===== config.mk =====
export PLATFORM = sky130hd
export DESIGN_NAME = hpsc_panel_ctrl
export DESIGN_NICKNAME = d
export VERILOG_FILES = /design/src/design/hpsc_pkg.sv /design/src/design/hpsc_panel_ctrl.sv /design/src/design/hpsc_tick_div.sv /design/src/design/hpsc_quad_dec.sv
export SDC_FILE = /design/constraint.sdc
export NUM_CORES = 1
export LEC_CHECK = 0
export BUFFER_PORTS_ARGS = -buffer_cell sky130_fd_sc_hd__buf_4
export CORE_MARGIN = 4
export CORE_UTILIZATION = 48
export CTS_CLUSTER_SIZE = 30
export DETAILED_ROUTE_END_ITERATION = 8
export GPL_TIMING_DRIVEN = 0
export PLACE_DENSITY = 0.67
export RECOVER_POWER = 50
export SYNTH_ARGS = -nofsm -noshare
export SYNTH_HDL_FRONTEND = slang
export SYNTH_HIERARCHICAL = 1
export SYNTH_SLANG_ARGS = --single-unit
export TNS_END_PERCENT = 5

===== constraint.sdc =====
create_clock -name i_ref_clk -period 2.1 [get_ports i_ref_clk]
set_input_delay 0.315 -clock i_ref_clk [delete_from_list [all_inputs] [get_ports i_ref_clk]]
set_output_delay 0.315 -clock i_ref_clk [all_outputs]
set_load 0.02 [all_outputs]

===== src/design/hpsc_pkg.sv =====
`default_nettype none
package hpsc_pkg;
  // base clock
  localparam int unsigned CLK_HZ = 50_000_000;
  localparam int unsigned CLK_PERIOD_NS = 20;
  localparam int unsigned HZ_PER_MHZ = 1_000_000;
  localparam int unsigned MS_PER_S = 1000;
  localparam int unsigned CLK_MHZ = CLK_HZ / HZ_PER_MHZ;
  localparam int unsigned MS_CYCLES = CLK_HZ / MS_PER_S;

  // crystal and processor clock
  localparam int unsigned XTAL_HZ = 16_000_000;
  localparam int unsigned PROC_CLK_HZ = 8_000_000;
  localparam int unsigned XTAL_MHZ = XTAL_HZ / HZ_PER_MHZ;

  // watchdog kick, least width rounds up
  localparam int unsigned WD_PULSE_NS = 150;
  localparam int unsigned WD_PULSE_CYC =
    (WD_PULSE_NS + CLK_PERIOD_NS - 1) / CLK_PERIOD_NS;
  localparam int unsigned WD_PERIOD_MS = 1;

  // nmi pulse width
  localparam int unsigned NMI_PULSE_NS = 500;
  localparam int unsigned NMI_PULSE_CYC =
    (NMI_PULSE_NS + CLK_PERIOD_NS - 1) / CLK_PERIOD_NS;

  // panel scan
  localparam int unsigned SCAN_COLS = 3;
  localparam int unsigned SCAN_ROWS = 3;
  localparam int unsigned SCAN_SLOT_MS = 2;
  localparam int unsigned HEADROOM_PERIOD_MS = 4;

  // software interrupt lines
  localparam int unsigned IRQ5_HIGH_MS = 10;
  localparam int unsigned IRQ5_PERIOD_MS = 20;
  localparam int unsigned IRQ7_HIGH_MS = 11;
  localparam int unsigned IRQ7_PERIOD_MS = 40;

  // power-up sequencing defaults
  localparam int unsigned POWERUP_HOLD_MS = 100;
  localparam int unsigned MUTE_HOLD_MS = 50;
  localparam int unsigned MS_CNT_W = 8;

  // quadrature positions along clockwise travel, {b,a}
  localparam logic [1:0] QUAD_BA_POS0 = 2'h3;
  localparam logic [1:0] QUAD_BA_POS1 = 2'h2;
  localparam logic [1:0] QUAD_BA_POS2 = 2'h0;
  localparam logic [1:0] QUAD_BA_POS3 = 2'h1;

  typedef enum logic [1:0] {
    HPSC_PWR_HOLD = 2'h0,
    HPSC_PWR_UNMUTE = 2'h1,
    HPSC_PWR_RUN = 2'h3
  } hpsc_pwr_t;
endpackage
`default_nettype wire


===== src/design/hpsc_panel_ctrl.sv =====
// How it works
// - 8 MHz processor clock derived from a 16 MHz crystal rate, driven out
// - inverted processor clock driven out; second register bank on its edge
// - three active-low column strobes, each low 2 ms per 6 ms
// - three active-low row strobes, low 2 ms per 6 ms when lit
// - left and right headroom column strobes, 4 ms square waves
// - active-low watchdog kick about 150 ns wide every 1 ms
// - master, slave, effects and dsp resets low at power-up, then high
// - active-low audio mute held at power-up, released in normal running
// - nmi rests low, pulses high on digital io error when enabled
// - soft irq 5 high 10 ms per 20; line 7 high 11 ms per 40
`default_nettype none
module hpsc_panel_ctrl
  import hpsc_pkg::*;
#(
  parameter int unsigned MS_CYC = MS_CYCLES,
  parameter int unsigned HOLD_MS = POWERUP_HOLD_MS,
  parameter int unsigned UNMUTE_MS = MUTE_HOLD_MS
) (
  input wire logic i_ref_clk,
  input wire logic i_reset_n,
  input wire logic [8:0] i_led_pattern,
  input wire logic i_dio_error,
  input wire logic i_digital_io_irq_enable,
  input wire logic i_soft_irq_5_enable,
  input wire logic i_soft_irq_7_enable,
  input wire logic i_adjust_knob_line_a,
  input wire logic i_adjust_knob_line_b,
  input wire logic i_select_knob_line_a,
  input wire logic i_select_knob_line_b,
  output logic o_proc_clk,
  output logic o_proc_clk_n,
  output logic o_proc_rise,
  output logic o_proc_fall,
  output logic o_panel_column_strobe_0_n,
  output logic o_panel_column_strobe_1_n,
  output logic o_panel_column_strobe_2_n,
  output logic o_led_row_strobe_0_n,
  output logic o_led_row_strobe_1_n,
  output logic o_led_row_strobe_2_n,
  output logic o_left_peak_led_col_n,
  output logic o_right_peak_led_col_n,
  output logic o_watchdog_kick_n,
  output logic o_master_reset_n,
  output logic o_slave_cpu_reset_n,
  output logic o_effects_asic_reset_n,
  output logic o_dsp_reset_n,
  output logic o_master_mute_n,
  output logic o_host_nonmaskable_irq,
  output logic o_soft_irq_line_5,
  output logic o_soft_irq_line_7,
  output logic o_adjust_step,
  output logic o_adjust_cw,
  output logic o_select_step,
  output logic o_select_cw,
  output logic o_running
);
  //////////////////////////////////////////////////////////////////////////
  // sized constants
  localparam logic [6:0] ACC_STEP = 7'(XTAL_MHZ);
  localparam logic [6:0] ACC_MOD = 7'(CLK_MHZ);
  localparam logic [3:0] WD_LOAD = 4'(WD_PULSE_CYC);
  localparam logic [5:0] NMI_LOAD = 6'(NMI_PULSE_CYC);
  localparam logic [1:0] COL_LAST = 2'(SCAN_COLS - 1);
  localparam logic [1:0] SLOT_LAST = 2'(SCAN_SLOT_MS - 1);
  localparam logic [1:0] HR_HALF_LAST = 2'(HEADROOM_PERIOD_MS / 2 - 1);
  localparam logic [5:0] IRQ5_LAST = 6'(IRQ5_PERIOD_MS - 1);
  localparam logic [5:0] IRQ5_HIGH = 6'(IRQ5_HIGH_MS);
  localparam logic [5:0] IRQ7_LAST = 6'(IRQ7_PERIOD_MS - 1);
  localparam logic [5:0] IRQ7_HIGH = 6'(IRQ7_HIGH_MS);
  localparam logic [MS_CNT_W-1:0] HOLD_LAST = MS_CNT_W'(HOLD_MS - 1);
  localparam logic [MS_CNT_W-1:0] UNMUTE_LAST = MS_CNT_W'(UNMUTE_MS - 1);
  localparam logic [2:0] ALL_OFF = 3'h7;

  //////////////////////////////////////////////////////////////////////////
  // processor clock from the crystal rate
  logic [6:0] acc;
  logic proc_clk;
  wire [6:0] acc_sum = acc + ACC_STEP;
  // the base clock is not a multiple of 16 MHz, so edges jitter by
  // one base cycle while the average rate stays exact
  wire xtal_tick = (acc_sum >= ACC_MOD);
  wire [6:0] next_acc = xtal_tick ? acc_sum - ACC_MOD : acc_sum;

  // crystal divided by two gives the processor clock
  always_ff @(posedge i_ref_clk) begin
    if (!i_reset_n) begin
      acc <= 7'h00;
      proc_clk <= 1'b0;
      o_proc_clk <= 1'b0;
      o_proc_clk_n <= 1'b1;
      o_proc_rise <= 1'b0;
      o_proc_fall <= 1'b0;
    end else begin
      acc <= next_acc;
      if (xtal_tick) begin
        proc_clk <= ~proc_clk;
      end
      o_proc_clk <= proc_clk;
      o_proc_clk_n <= ~proc_clk;
      o_proc_rise <= xtal_tick & ~proc_clk;
      o_proc_fall <= xtal_tick & proc_clk;
    end
  end

  //////////////////////////////////////////////////////////////////////////
  // millisecond time base
  logic ms_tick;

  hpsc_tick_div #(
    .CYCLES(MS_CYC)
  ) u_ms_div (
    .i_ref_clk(i_ref_clk),
    .i_reset_n(i_reset_n),
    .o_tick(ms_tick)
  );

  //////////////////////////////////////////////////////////////////////////
  // power-up sequencing
  hpsc_pwr_t pwr_state;
  hpsc_pwr_t next_pwr_state;
  logic [MS_CNT_W-1:0] pwr_ms;
  wire hold_done = ms_tick && (pwr_ms == HOLD_LAST);
  wire unmute_done = ms_tick && (pwr_ms == UNMUTE_LAST);
  wire running = (pwr_state == HPSC_PWR_RUN);

  // resets release first; mute lifts once the processors settle
  always_comb begin
    next_pwr_state = pwr_state;
    unique case (pwr_state)
      HPSC_PWR_HOLD: begin
        if (hold_done) begin
          next_pwr_state = HPSC_PWR_UNMUTE;
        end
      end
      HPSC_PWR_UNMUTE: begin
        if (unmute_done) begin
          next_pwr_state = HPSC_PWR_RUN;
        end
      end
      HPSC_PWR_RUN: next_pwr_state = HPSC_PWR_RUN;
      default: next_pwr_state = HPSC_PWR_HOLD;
    endcase
  end

  // state, ms counter and the reset and mute pins
  always_ff @(posedge i_ref_clk) begin
    if (!i_reset_n) begin
      pwr_state <= HPSC_PWR_HOLD;
      pwr_ms <= '0;
      o_master_reset_n <= 1'b0;
      o_slave_cpu_reset_n <= 1'b0;
      o_effects_asic_reset_n <= 1'b0;
      o_dsp_reset_n <= 1'b0;
      o_master_mute_n <= 1'b0;
      o_running <= 1'b0;
    end else begin
      pwr_state <= next_pwr_state;
      if (next_pwr_state != pwr_state) begin
        pwr_ms <= '0;
      end else if (ms_tick && !running) begin
        pwr_ms <= pwr_ms + MS_CNT_W'(1);
      end
      o_master_reset_n <= (next_pwr_state != HPSC_PWR_HOLD);
      o_slave_cpu_reset_n <= (next_pwr_state != HPSC_PWR_HOLD);
      o_effects_asic_reset_n <= (next_pwr_state != HPSC_PWR_HOLD);
      o_dsp_reset_n <= (next_pwr_state != HPSC_PWR_HOLD);
      o_master_mute_n <= (next_pwr_state == HPSC_PWR_RUN);
      o_running <= (next_pwr_state == HPSC_PWR_RUN);
    end
  end

  //////////////////////////////////////////////////////////////////////////
  // column and row scan
  logic [1:0] slot_ms;
  logic [1:0] col;
  logic [2:0] col_n;
  logic [2:0] row_n;
  wire slot_end = ms_tick && (slot_ms == SLOT_LAST);
  // strobes start on the edge that raises running, so slot zero is full
  wire run_next = (next_pwr_state == HPSC_PWR_RUN);
  wire [1:0] next_col = !running ? 2'h0 :
    !slot_end ? col :
    (col == COL_LAST) ? 2'h0 : col + 2'h1;
  wire [2:0] col_onehot = 3'h1 << next_col;
  wire [2:0] row_lit = (next_col == 2'h0) ? i_led_pattern[2:0] :
    (next_col == 2'h1) ? i_led_pattern[5:3] : i_led_pattern[8:6];

  // strobes stay idle until normal running
  always_ff @(posedge i_ref_clk) begin
    if (!i_reset_n) begin
      slot_ms <= 2'h0;
      col <= 2'h0;
      col_n <= ALL_OFF;
      row_n <= ALL_OFF;
    end else begin
      if (!running || slot_end) begin
        slot_ms <= 2'h0;
      end else if (ms_tick) begin
        slot_ms <= slot_ms + 2'h1;
      end
      col <= next_col;
      col_n <= run_next ? ~col_onehot : ALL_OFF;
      row_n <= run_next ? ~row_lit : ALL_OFF;
    end
  end

  assign o_panel_column_strobe_0_n = col_n[0];
  assign o_panel_column_strobe_1_n = col_n[1];
  assign o_panel_column_strobe_2_n = col_n[2];
  assign o_led_row_strobe_0_n = row_n[0];
  assign o_led_row_strobe_1_n = row_n[1];
  assign o_led_row_strobe_2_n = row_n[2];

  //////////////////////////////////////////////////////////////////////////
  // headroom columns, driven in opposite phase to share the rows
  logic [1:0] hr_ms;
  wire hr_flip = ms_tick && (hr_ms == HR_HALF_LAST);

  always_ff @(posedge i_ref_clk) begin
    if (!i_reset_n) begin
      hr_ms <= 2'h0;
      o_left_peak_led_col_n <= 1'b1;
      o_right_peak_led_col_n <= 1'b0;
    end else begin
      if (hr_flip) begin
        hr_ms <= 2'h0;
        o_left_peak_led_col_n <= ~o_left_peak_led_col_n;
        o_right_peak_led_col_n <= o_left_peak_led_col_n;
      end else if (ms_tick) begin
        hr_ms <= hr_ms + 2'h1;
      end
    end
  end

  //////////////////////////////////////////////////////////////////////////
  // watchdog kick, one per ms while running
  logic [3:0] wd_cnt;
  wire wd_start = ms_tick && running;

  always_ff @(posedge i_ref_clk) begin
    if (!i_reset_n) begin
      wd_cnt <= 4'h0;
      o_watchdog_kick_n <= 1'b1;
    end else if (wd_start) begin
      wd_cnt <= WD_LOAD;
      o_watchdog_kick_n <= 1'b0;
    end else if (wd_cnt != 4'h0) begin
      wd_cnt <= wd_cnt - 4'h1;
      if (wd_cnt == 4'h1) begin
        o_watchdog_kick_n <= 1'b1;
      end
    end
  end

  //////////////////////////////////////////////////////////////////////////
  // digital io error into nmi
  logic err_sync1;
  logic err_sync2;
  logic err_now;
  logic err_prev;
  logic [5:0] nmi_cnt;
  // edge seen by the bank clocked on the inverted processor clock
  wire err_rise = err_now & ~err_prev;
  wire nmi_start = err_rise && i_digital_io_irq_enable;

  // the error pin is asynchronous: two flops first
  always_ff @(posedge i_ref_clk) begin
    if (!i_reset_n) begin
      err_sync1 <= 1'b0;
      err_sync2 <= 1'b0;
    end else begin
      err_sync1 <= i_dio_error;
      err_sync2 <= err_sync1;
    end
  end

  // second bank, advanced only on the inverted clock edge
  always_ff @(posedge i_ref_clk) begin
    if (!i_reset_n) begin
      err_now <= 1'b0;
      err_prev <= 1'b0;
    end else if (o_proc_fall) begin
      err_now <= err_sync2;
      err_prev <= err_now;
    end
  end

  // a long error makes one pulse, not a level
  always_ff @(posedge i_ref_clk) begin
    if (!i_reset_n) begin
      nmi_cnt <= 6'h00;
      o_host_nonmaskable_irq <= 1'b0;
    end else if (nmi_start && o_proc_fall) begin
      nmi_cnt <= NMI_LOAD;
      o_host_nonmaskable_irq <= 1'b1;
    end else if (nmi_cnt != 6'h00) begin
      nmi_cnt <= nmi_cnt - 6'h01;
      if (nmi_cnt == 6'h01) begin
        o_host_nonmaskable_irq <= 1'b0;
      end
    end
  end

  //////////////////////////////////////////////////////////////////////////
  // programmable interrupt lines
  logic [5:0] irq5_ms;
  logic [5:0] irq7_ms;
  wire [5:0] next_irq5_ms = !running ? 6'h00 : !ms_tick ? irq5_ms :
    (irq5_ms == IRQ5_LAST) ? 6'h00 : irq5_ms + 6'h01;
  wire [5:0] next_irq7_ms = !running ? 6'h00 : !ms_tick ? irq7_ms :
    (irq7_ms == IRQ7_LAST) ? 6'h00 : irq7_ms + 6'h01;

  always_ff @(posedge i_ref_clk) begin
    if (!i_reset_n) begin
      irq5_ms <= 6'h00;
      irq7_ms <= 6'h00;
      o_soft_irq_line_5 <= 1'b0;
      o_soft_irq_line_7 <= 1'b0;
    end else begin
      irq5_ms <= next_irq5_ms;
      irq7_ms <= next_irq7_ms;
      o_soft_irq_line_5 <= running && i_soft_irq_5_enable &&
        (next_irq5_ms < IRQ5_HIGH);
      o_soft_irq_line_7 <= running && i_soft_irq_7_enable &&
        (next_irq7_ms < IRQ7_HIGH);
    end
  end

  //////////////////////////////////////////////////////////////////////////
  // soft knobs
  hpsc_quad_dec u_adjust_dec (
    .i_ref_clk(i_ref_clk),
    .i_reset_n(i_reset_n),
    .i_line_a(i_adjust_knob_line_a),
    .i_line_b(i_adjust_knob_line_b),
    .o_step(o_adjust_step),
    .o_cw(o_adjust_cw)
  );

  hpsc_quad_dec u_select_dec (
    .i_ref_clk(i_ref_clk),
    .i_reset_n(i_reset_n),
    .i_line_a(i_select_knob_line_a),
    .i_line_b(i_select_knob_line_b),
    .o_step(o_select_step),
    .o_cw(o_select_cw)
  );
endmodule
`default_nettype wire


===== src/design/hpsc_tick_div.sv =====
`default_nettype none
module hpsc_tick_div #(
  parameter int unsigned CYCLES = 50000
) (
  input wire logic i_ref_clk,
  input wire logic i_reset_n,
  output logic o_tick
);
  localparam int unsigned W = (CYCLES > 1) ? $clog2(CYCLES) : 1;
  localparam logic [W-1:0] LAST = W'(CYCLES - 1);

  logic [W-1:0] count;
  wire at_last = (count == LAST);

  // free-running divider, one-cycle pulse per wrap
  always_ff @(posedge i_ref_clk) begin
    if (!i_reset_n) begin
      count <= '0;
      o_tick <= 1'b0;
    end else begin
      count <= at_last ? '0 : count + W'(1);
      o_tick <= at_last;
    end
  end
endmodule
`default_nettype wire


===== src/design/hpsc_quad_dec.sv =====
`default_nettype none
module hpsc_quad_dec
  import hpsc_pkg::*;
(
  input wire logic i_ref_clk,
  input wire logic i_reset_n,
  input wire logic i_line_a,
  input wire logic i_line_b,
  output logic o_step,
  output logic o_cw
);
  logic [1:0] sync1;
  logic [1:0] sync2;
  logic [1:0] prev;

  // position of a {b,a} pattern along clockwise travel
  function automatic logic [1:0] pos_of(input logic [1:0] ba);
    logic [1:0] p;
    p = 2'h0;
    unique case (ba)
      QUAD_BA_POS0: p = 2'h0;
      QUAD_BA_POS1: p = 2'h1;
      QUAD_BA_POS2: p = 2'h2;
      QUAD_BA_POS3: p = 2'h3;
    endcase
    return p;
  endfunction

  wire [1:0] cur_pos = pos_of(sync2);
  wire [1:0] prev_pos = pos_of(prev);
  // a double jump is ambiguous and dropped
  wire step_cw = (cur_pos == prev_pos + 2'h1);
  wire step_ccw = (prev_pos == cur_pos + 2'h1);

  // pins are asynchronous: two flops before decode
  always_ff @(posedge i_ref_clk) begin
    if (!i_reset_n) begin
      sync1 <= 2'h3;
      sync2 <= 2'h3;
      prev <= 2'h3;
      o_step <= 1'b0;
      o_cw <= 1'b0;
    end else begin
      sync1 <= {i_line_b, i_line_a};
      sync2 <= sync1;
      prev <= sync2;
      o_step <= step_cw | step_ccw;
      if (step_cw | step_ccw) begin
        o_cw <= step_cw;
      end
    end
  end
endmodule
`default_nettype wire


==> metrics list <==
- The number of global-route vias before repair is 3,090.
* Violation count after the first detailed-routing iteration: 99
- After synthesis the cells add up to 4390 µm².
* Post-synthesis net count: 516
- Buffers inserted during clock tree synthesis total 9.
* Latest clock arrival within the worst-skew pair: 360 ps
- Summed over all layers, the routed wires come to 7.53 mm.
- Most used cells in the layout excluding fill and tap cells: dfxtp_1, nor2_1, clkbuf_1
* Largest net degree at the start of global routing: 25
- Across every metal layer, demand over resource in global routing totals 0.149.
* Worst supply voltage drop on vdd: 0.000433 V
- Number of nets with antenna violations after routing: 0
* Shortest period the worst path allows: 1880 ps
* Fin worst setup slack: 219 ps
- The die is 104 µm wide.
* Standard-cell row count: 34
- Cells on worst reg2reg path: 6
- For this run, the register share of the synthesized area comes to 0.456.
* Transition time of the tightest slew-check pin: 1160 ps
- Counting flops with an async set or reset pin after synthesis yields a share of 0.
* Crit path arrival time: 2150 ps
* First-pass GRT wire length: 13.5 mm
* Req. time, crit path: 2370 ps
- Final HPWL from detailed placement: 5.42 mm
* Ratio of cells with drive above 1 in the final layout: 0.0979
- Headroom to the max-slew limit came out at 0.229.
- Area of the die: 10,700 µm²
- dfxtp_1 takes more of the synthesized area than any other cell.
- Standby leakage power: 1.99 nW
- The worst register-to-register path ends at row_n[0]$_SDFF_PN1_.
* Area inside the core boundary: 8810 µm²
- The tightest hold path in the finished design has a slack of 127 ps.
- Relative contribution of sequential cells to total power: 0.502
* Maximum net fanout on the critical path: 10
- The worst setup path is launched from a flip-flop.
- Final hold viol count: 0
- Cell area after layout: 4960 µm²
* Worst setup path start: slot_ms[1]$_SDFFE_PP0P_
- The clock arrives with 9.61 ps of skew.
- Measured along the y axis, the die boundary spans 104 µm.
* EDFF count, synth: 0
* Final standard cell count with taps included and fillers excluded: 639
- Setup repair after global routing missed its margin: false
- At the placement stage, the worst setup path has a slack of 205 ps.
- The startpoint identified for the worst register-to-register timing path is slot_ms[1]$_SDFFE_PP0P_.
- The clock tree synthesis step divided the H-tree into 3 levels.
- For the final routed database, the setup TNS stands at 0 ps.
* Cell types occupying the most area after synthesis: dfxtp_1, ha_1, nor2_1, xnor2_1, xor2_1
- The cell count after synthesis came out at 471.
* Yosys reg bits: 100
- In the synthesized netlist the dominant register cell turns out to be dfxtp_1.
- Of the total power, combinational logic draws 0.212.
* Fraction of post-synthesis cell area in the top cell type by area: 0.456
- Most common cell after layout, fill and taps aside: dfxtp_1
* Achievable clock frequency: 0.532 GHz
- During synthesis, Yosys emitted a total of 6 warnings.
* Post-Synthesis Mean Instance Area: 9.31 µm²
- The worst setup path is of the flip-flop to flip-flop kind.
- Placed instance area: 4850 µm²
- In this run the register-to-register setup slack is 220 ps.
- Buffers placed on the I/O ports in this run total 44.
- Across the run, the number of max-cap violations was 0.
- The number of gates resized after CTS was 0.
- The critical path ends at row_n[0]$_SDFF_PN1_.
- HP Class: input port to flip-flop
* Antenna violations before repair: 0
- In the finished design, the share of the clock period the worst path needs comes to 0.896.
- In this run the deepest clock path goes through 2 buffers.
- Number of sinks on the clock net: 100
- Cell count after placement: 623
- Internal: 3.09 mW
- Area Overhead vs Synth: 13.2%
- Fin. max-slew vios: 0
- Total setup buffers inserted after CTS: 0
* Clock-pin slew reported for the worst setup and hold paths after clock tree synthesis: 100 ps
* Switching power total: 1.30 mW
- Setup violations remaining at the end of the flow were counted as 0.
- TritonCTS built the clock tree.
- Summed over all layers, the global routing overflow is 0.
* Antenna fix cells: 0
* Hold_buf cts: 0
- Status: complete, no violations
- Drt via density: 5.08
- For this configuration, the core starts out at a cell density of 0.498.
- Of the total power, the share spent switching nets is 0.296.
* Power density over the cells: 882 nW/µm²
* DRC violation count after routing: 0
- In this run, distinct cell masters in the synthesized netlist total 51.
- In the final design database the tool counted 571 nets.
- The tree is rooted in a clkbuf_8.
* Type of element capturing the critical path: flip-flop
- Number of optimization iterations in the first detailed-route pass: 4
- The share of total power dissipated in the clock network is 0.287.
* Routed wirelength normalized by instance count: 11.8 µm
* Num ports: 45
- At the end of routability-driven placement, the weighted congestion stood at 0.841.
- Routed via count: 3,246
kinds of logic (layout without fill, tap and decap cells):
kind of cell | Yosys count | after routing | synth area share
adder cells (fa/ha/maj) | 26 | 26 | 0.0742
AND/OR/NAND/NOR | 189 | 189 | 0.225
AO/OA/AOI/OAI | 57 | 57 | 0.0916
XOR/XNOR | 42 | 42 | 0.0839
flip-flops | 100 | 100 | 0.456
buffers and inverters | 48 | 108 | 0.0479
multiplexers | 9 | 9 | 0.0205
final cells by class:
| cell class | instances | area (µm²) |
|---|---|---|
| multi-input cells | 323 | 2170 |
| repair buffers | 44 | 240 |
| inverters | 31 | 116 |
| clock inverters | 6 | 71.3 |
| clock buffers | 10 | 138 |
| fillers | 810 | 3840 |
| plain buffers | 17 | 93.8 |
| flip-flops and latches | 100 | 2000 |
| well taps | 108 | 135 |
state kept, by name, summed over array words and instances, names as in the netlist, 3 cells and up:
name / flops
irq5_ms: 6
acc: 6
wd_cnt: 4
pwr_ms: 8
row_n: 3
irq7_ms: 6
nmi_cnt: 6
col_n: 3
u_ms_div/count: 16
per-layer routing:
layer | share of wire | global-route usage | vias up
li1 | - | - | 1701
met1 | 0.48 | 0.187 | 1497
met2 | 0.47 | 0.248 | 37
met3 | 0.037 | 0.0386 | 11
met4 | 0.016 | 0.0513 | 0
met5 | 0 | 0 | -
how the worst min path moves through the flow:
stage,start,cells past startpoint,to
after floorplan,i_reset_n,1,u_adjust_dec/prev[0]$_SDFF_PN1_
after global placement,u_adjust_dec/sync1[1]$_SDFF_PN1_,1,u_adjust_dec/sync2[1]$_SDFF_PN1_
after detailed placement,u_select_dec/sync1[0]$_SDFF_PN1_,1,u_select_dec/sync2[0]$_SDFF_PN1_
after CTS,i_adjust_knob_line_b,2,u_adjust_dec/sync1[1]$_SDFF_PN1_
after global routing,i_select_knob_line_a,2,u_select_dec/sync1[0]$_SDFF_PN1_
final,i_adjust_knob_line_b,2,u_adjust_dec/sync1[1]$_SDFF_PN1_
cell usage after synthesis (all sizes together) (5+ instances only):
master  count
and3        5
clkbuf      8
o21ai       7
a211oi      7
and2       10
ha         26
nor3       14
nand2b     16
nor4        8
nor2       68
dfxtp     100
buf         9
nand2      24
nand3      12
mux2i       9
xor2       20
a21oi      17
nand4      12
xnor2      22
inv        31
per-stage QoR:
stage / utilization / total power, mW
global placement: 0.551 / 3.15
global route: 0.564 / 4.68
floorplan: - / 2.97
detailed placement: 0.551 / 3.19
CTS: 0.575 / 4.46
finish: 0.564 / 4.38
power by group through the flow:
stage	Clock [mW]	Combinational [mW]	Sequential (mW)
final	1.26	0.927	2.20
after global routing	1.39	1.06	2.23
after CTS	1.31	0.959	2.20
after detailed placement	0	0.949	2.24
after global placement	0	0.916	2.24
after floorplan	0	0.724	2.24
critical path, cell delays in order, from the launching register on:
cell and delay, ps:
dfxtp_1 340, inv_1 40, ha_1 230, and4b_1 220
o21ai_1 590, nor2_1 90, a211o_1 280
(Power assumes the default switching activity.)
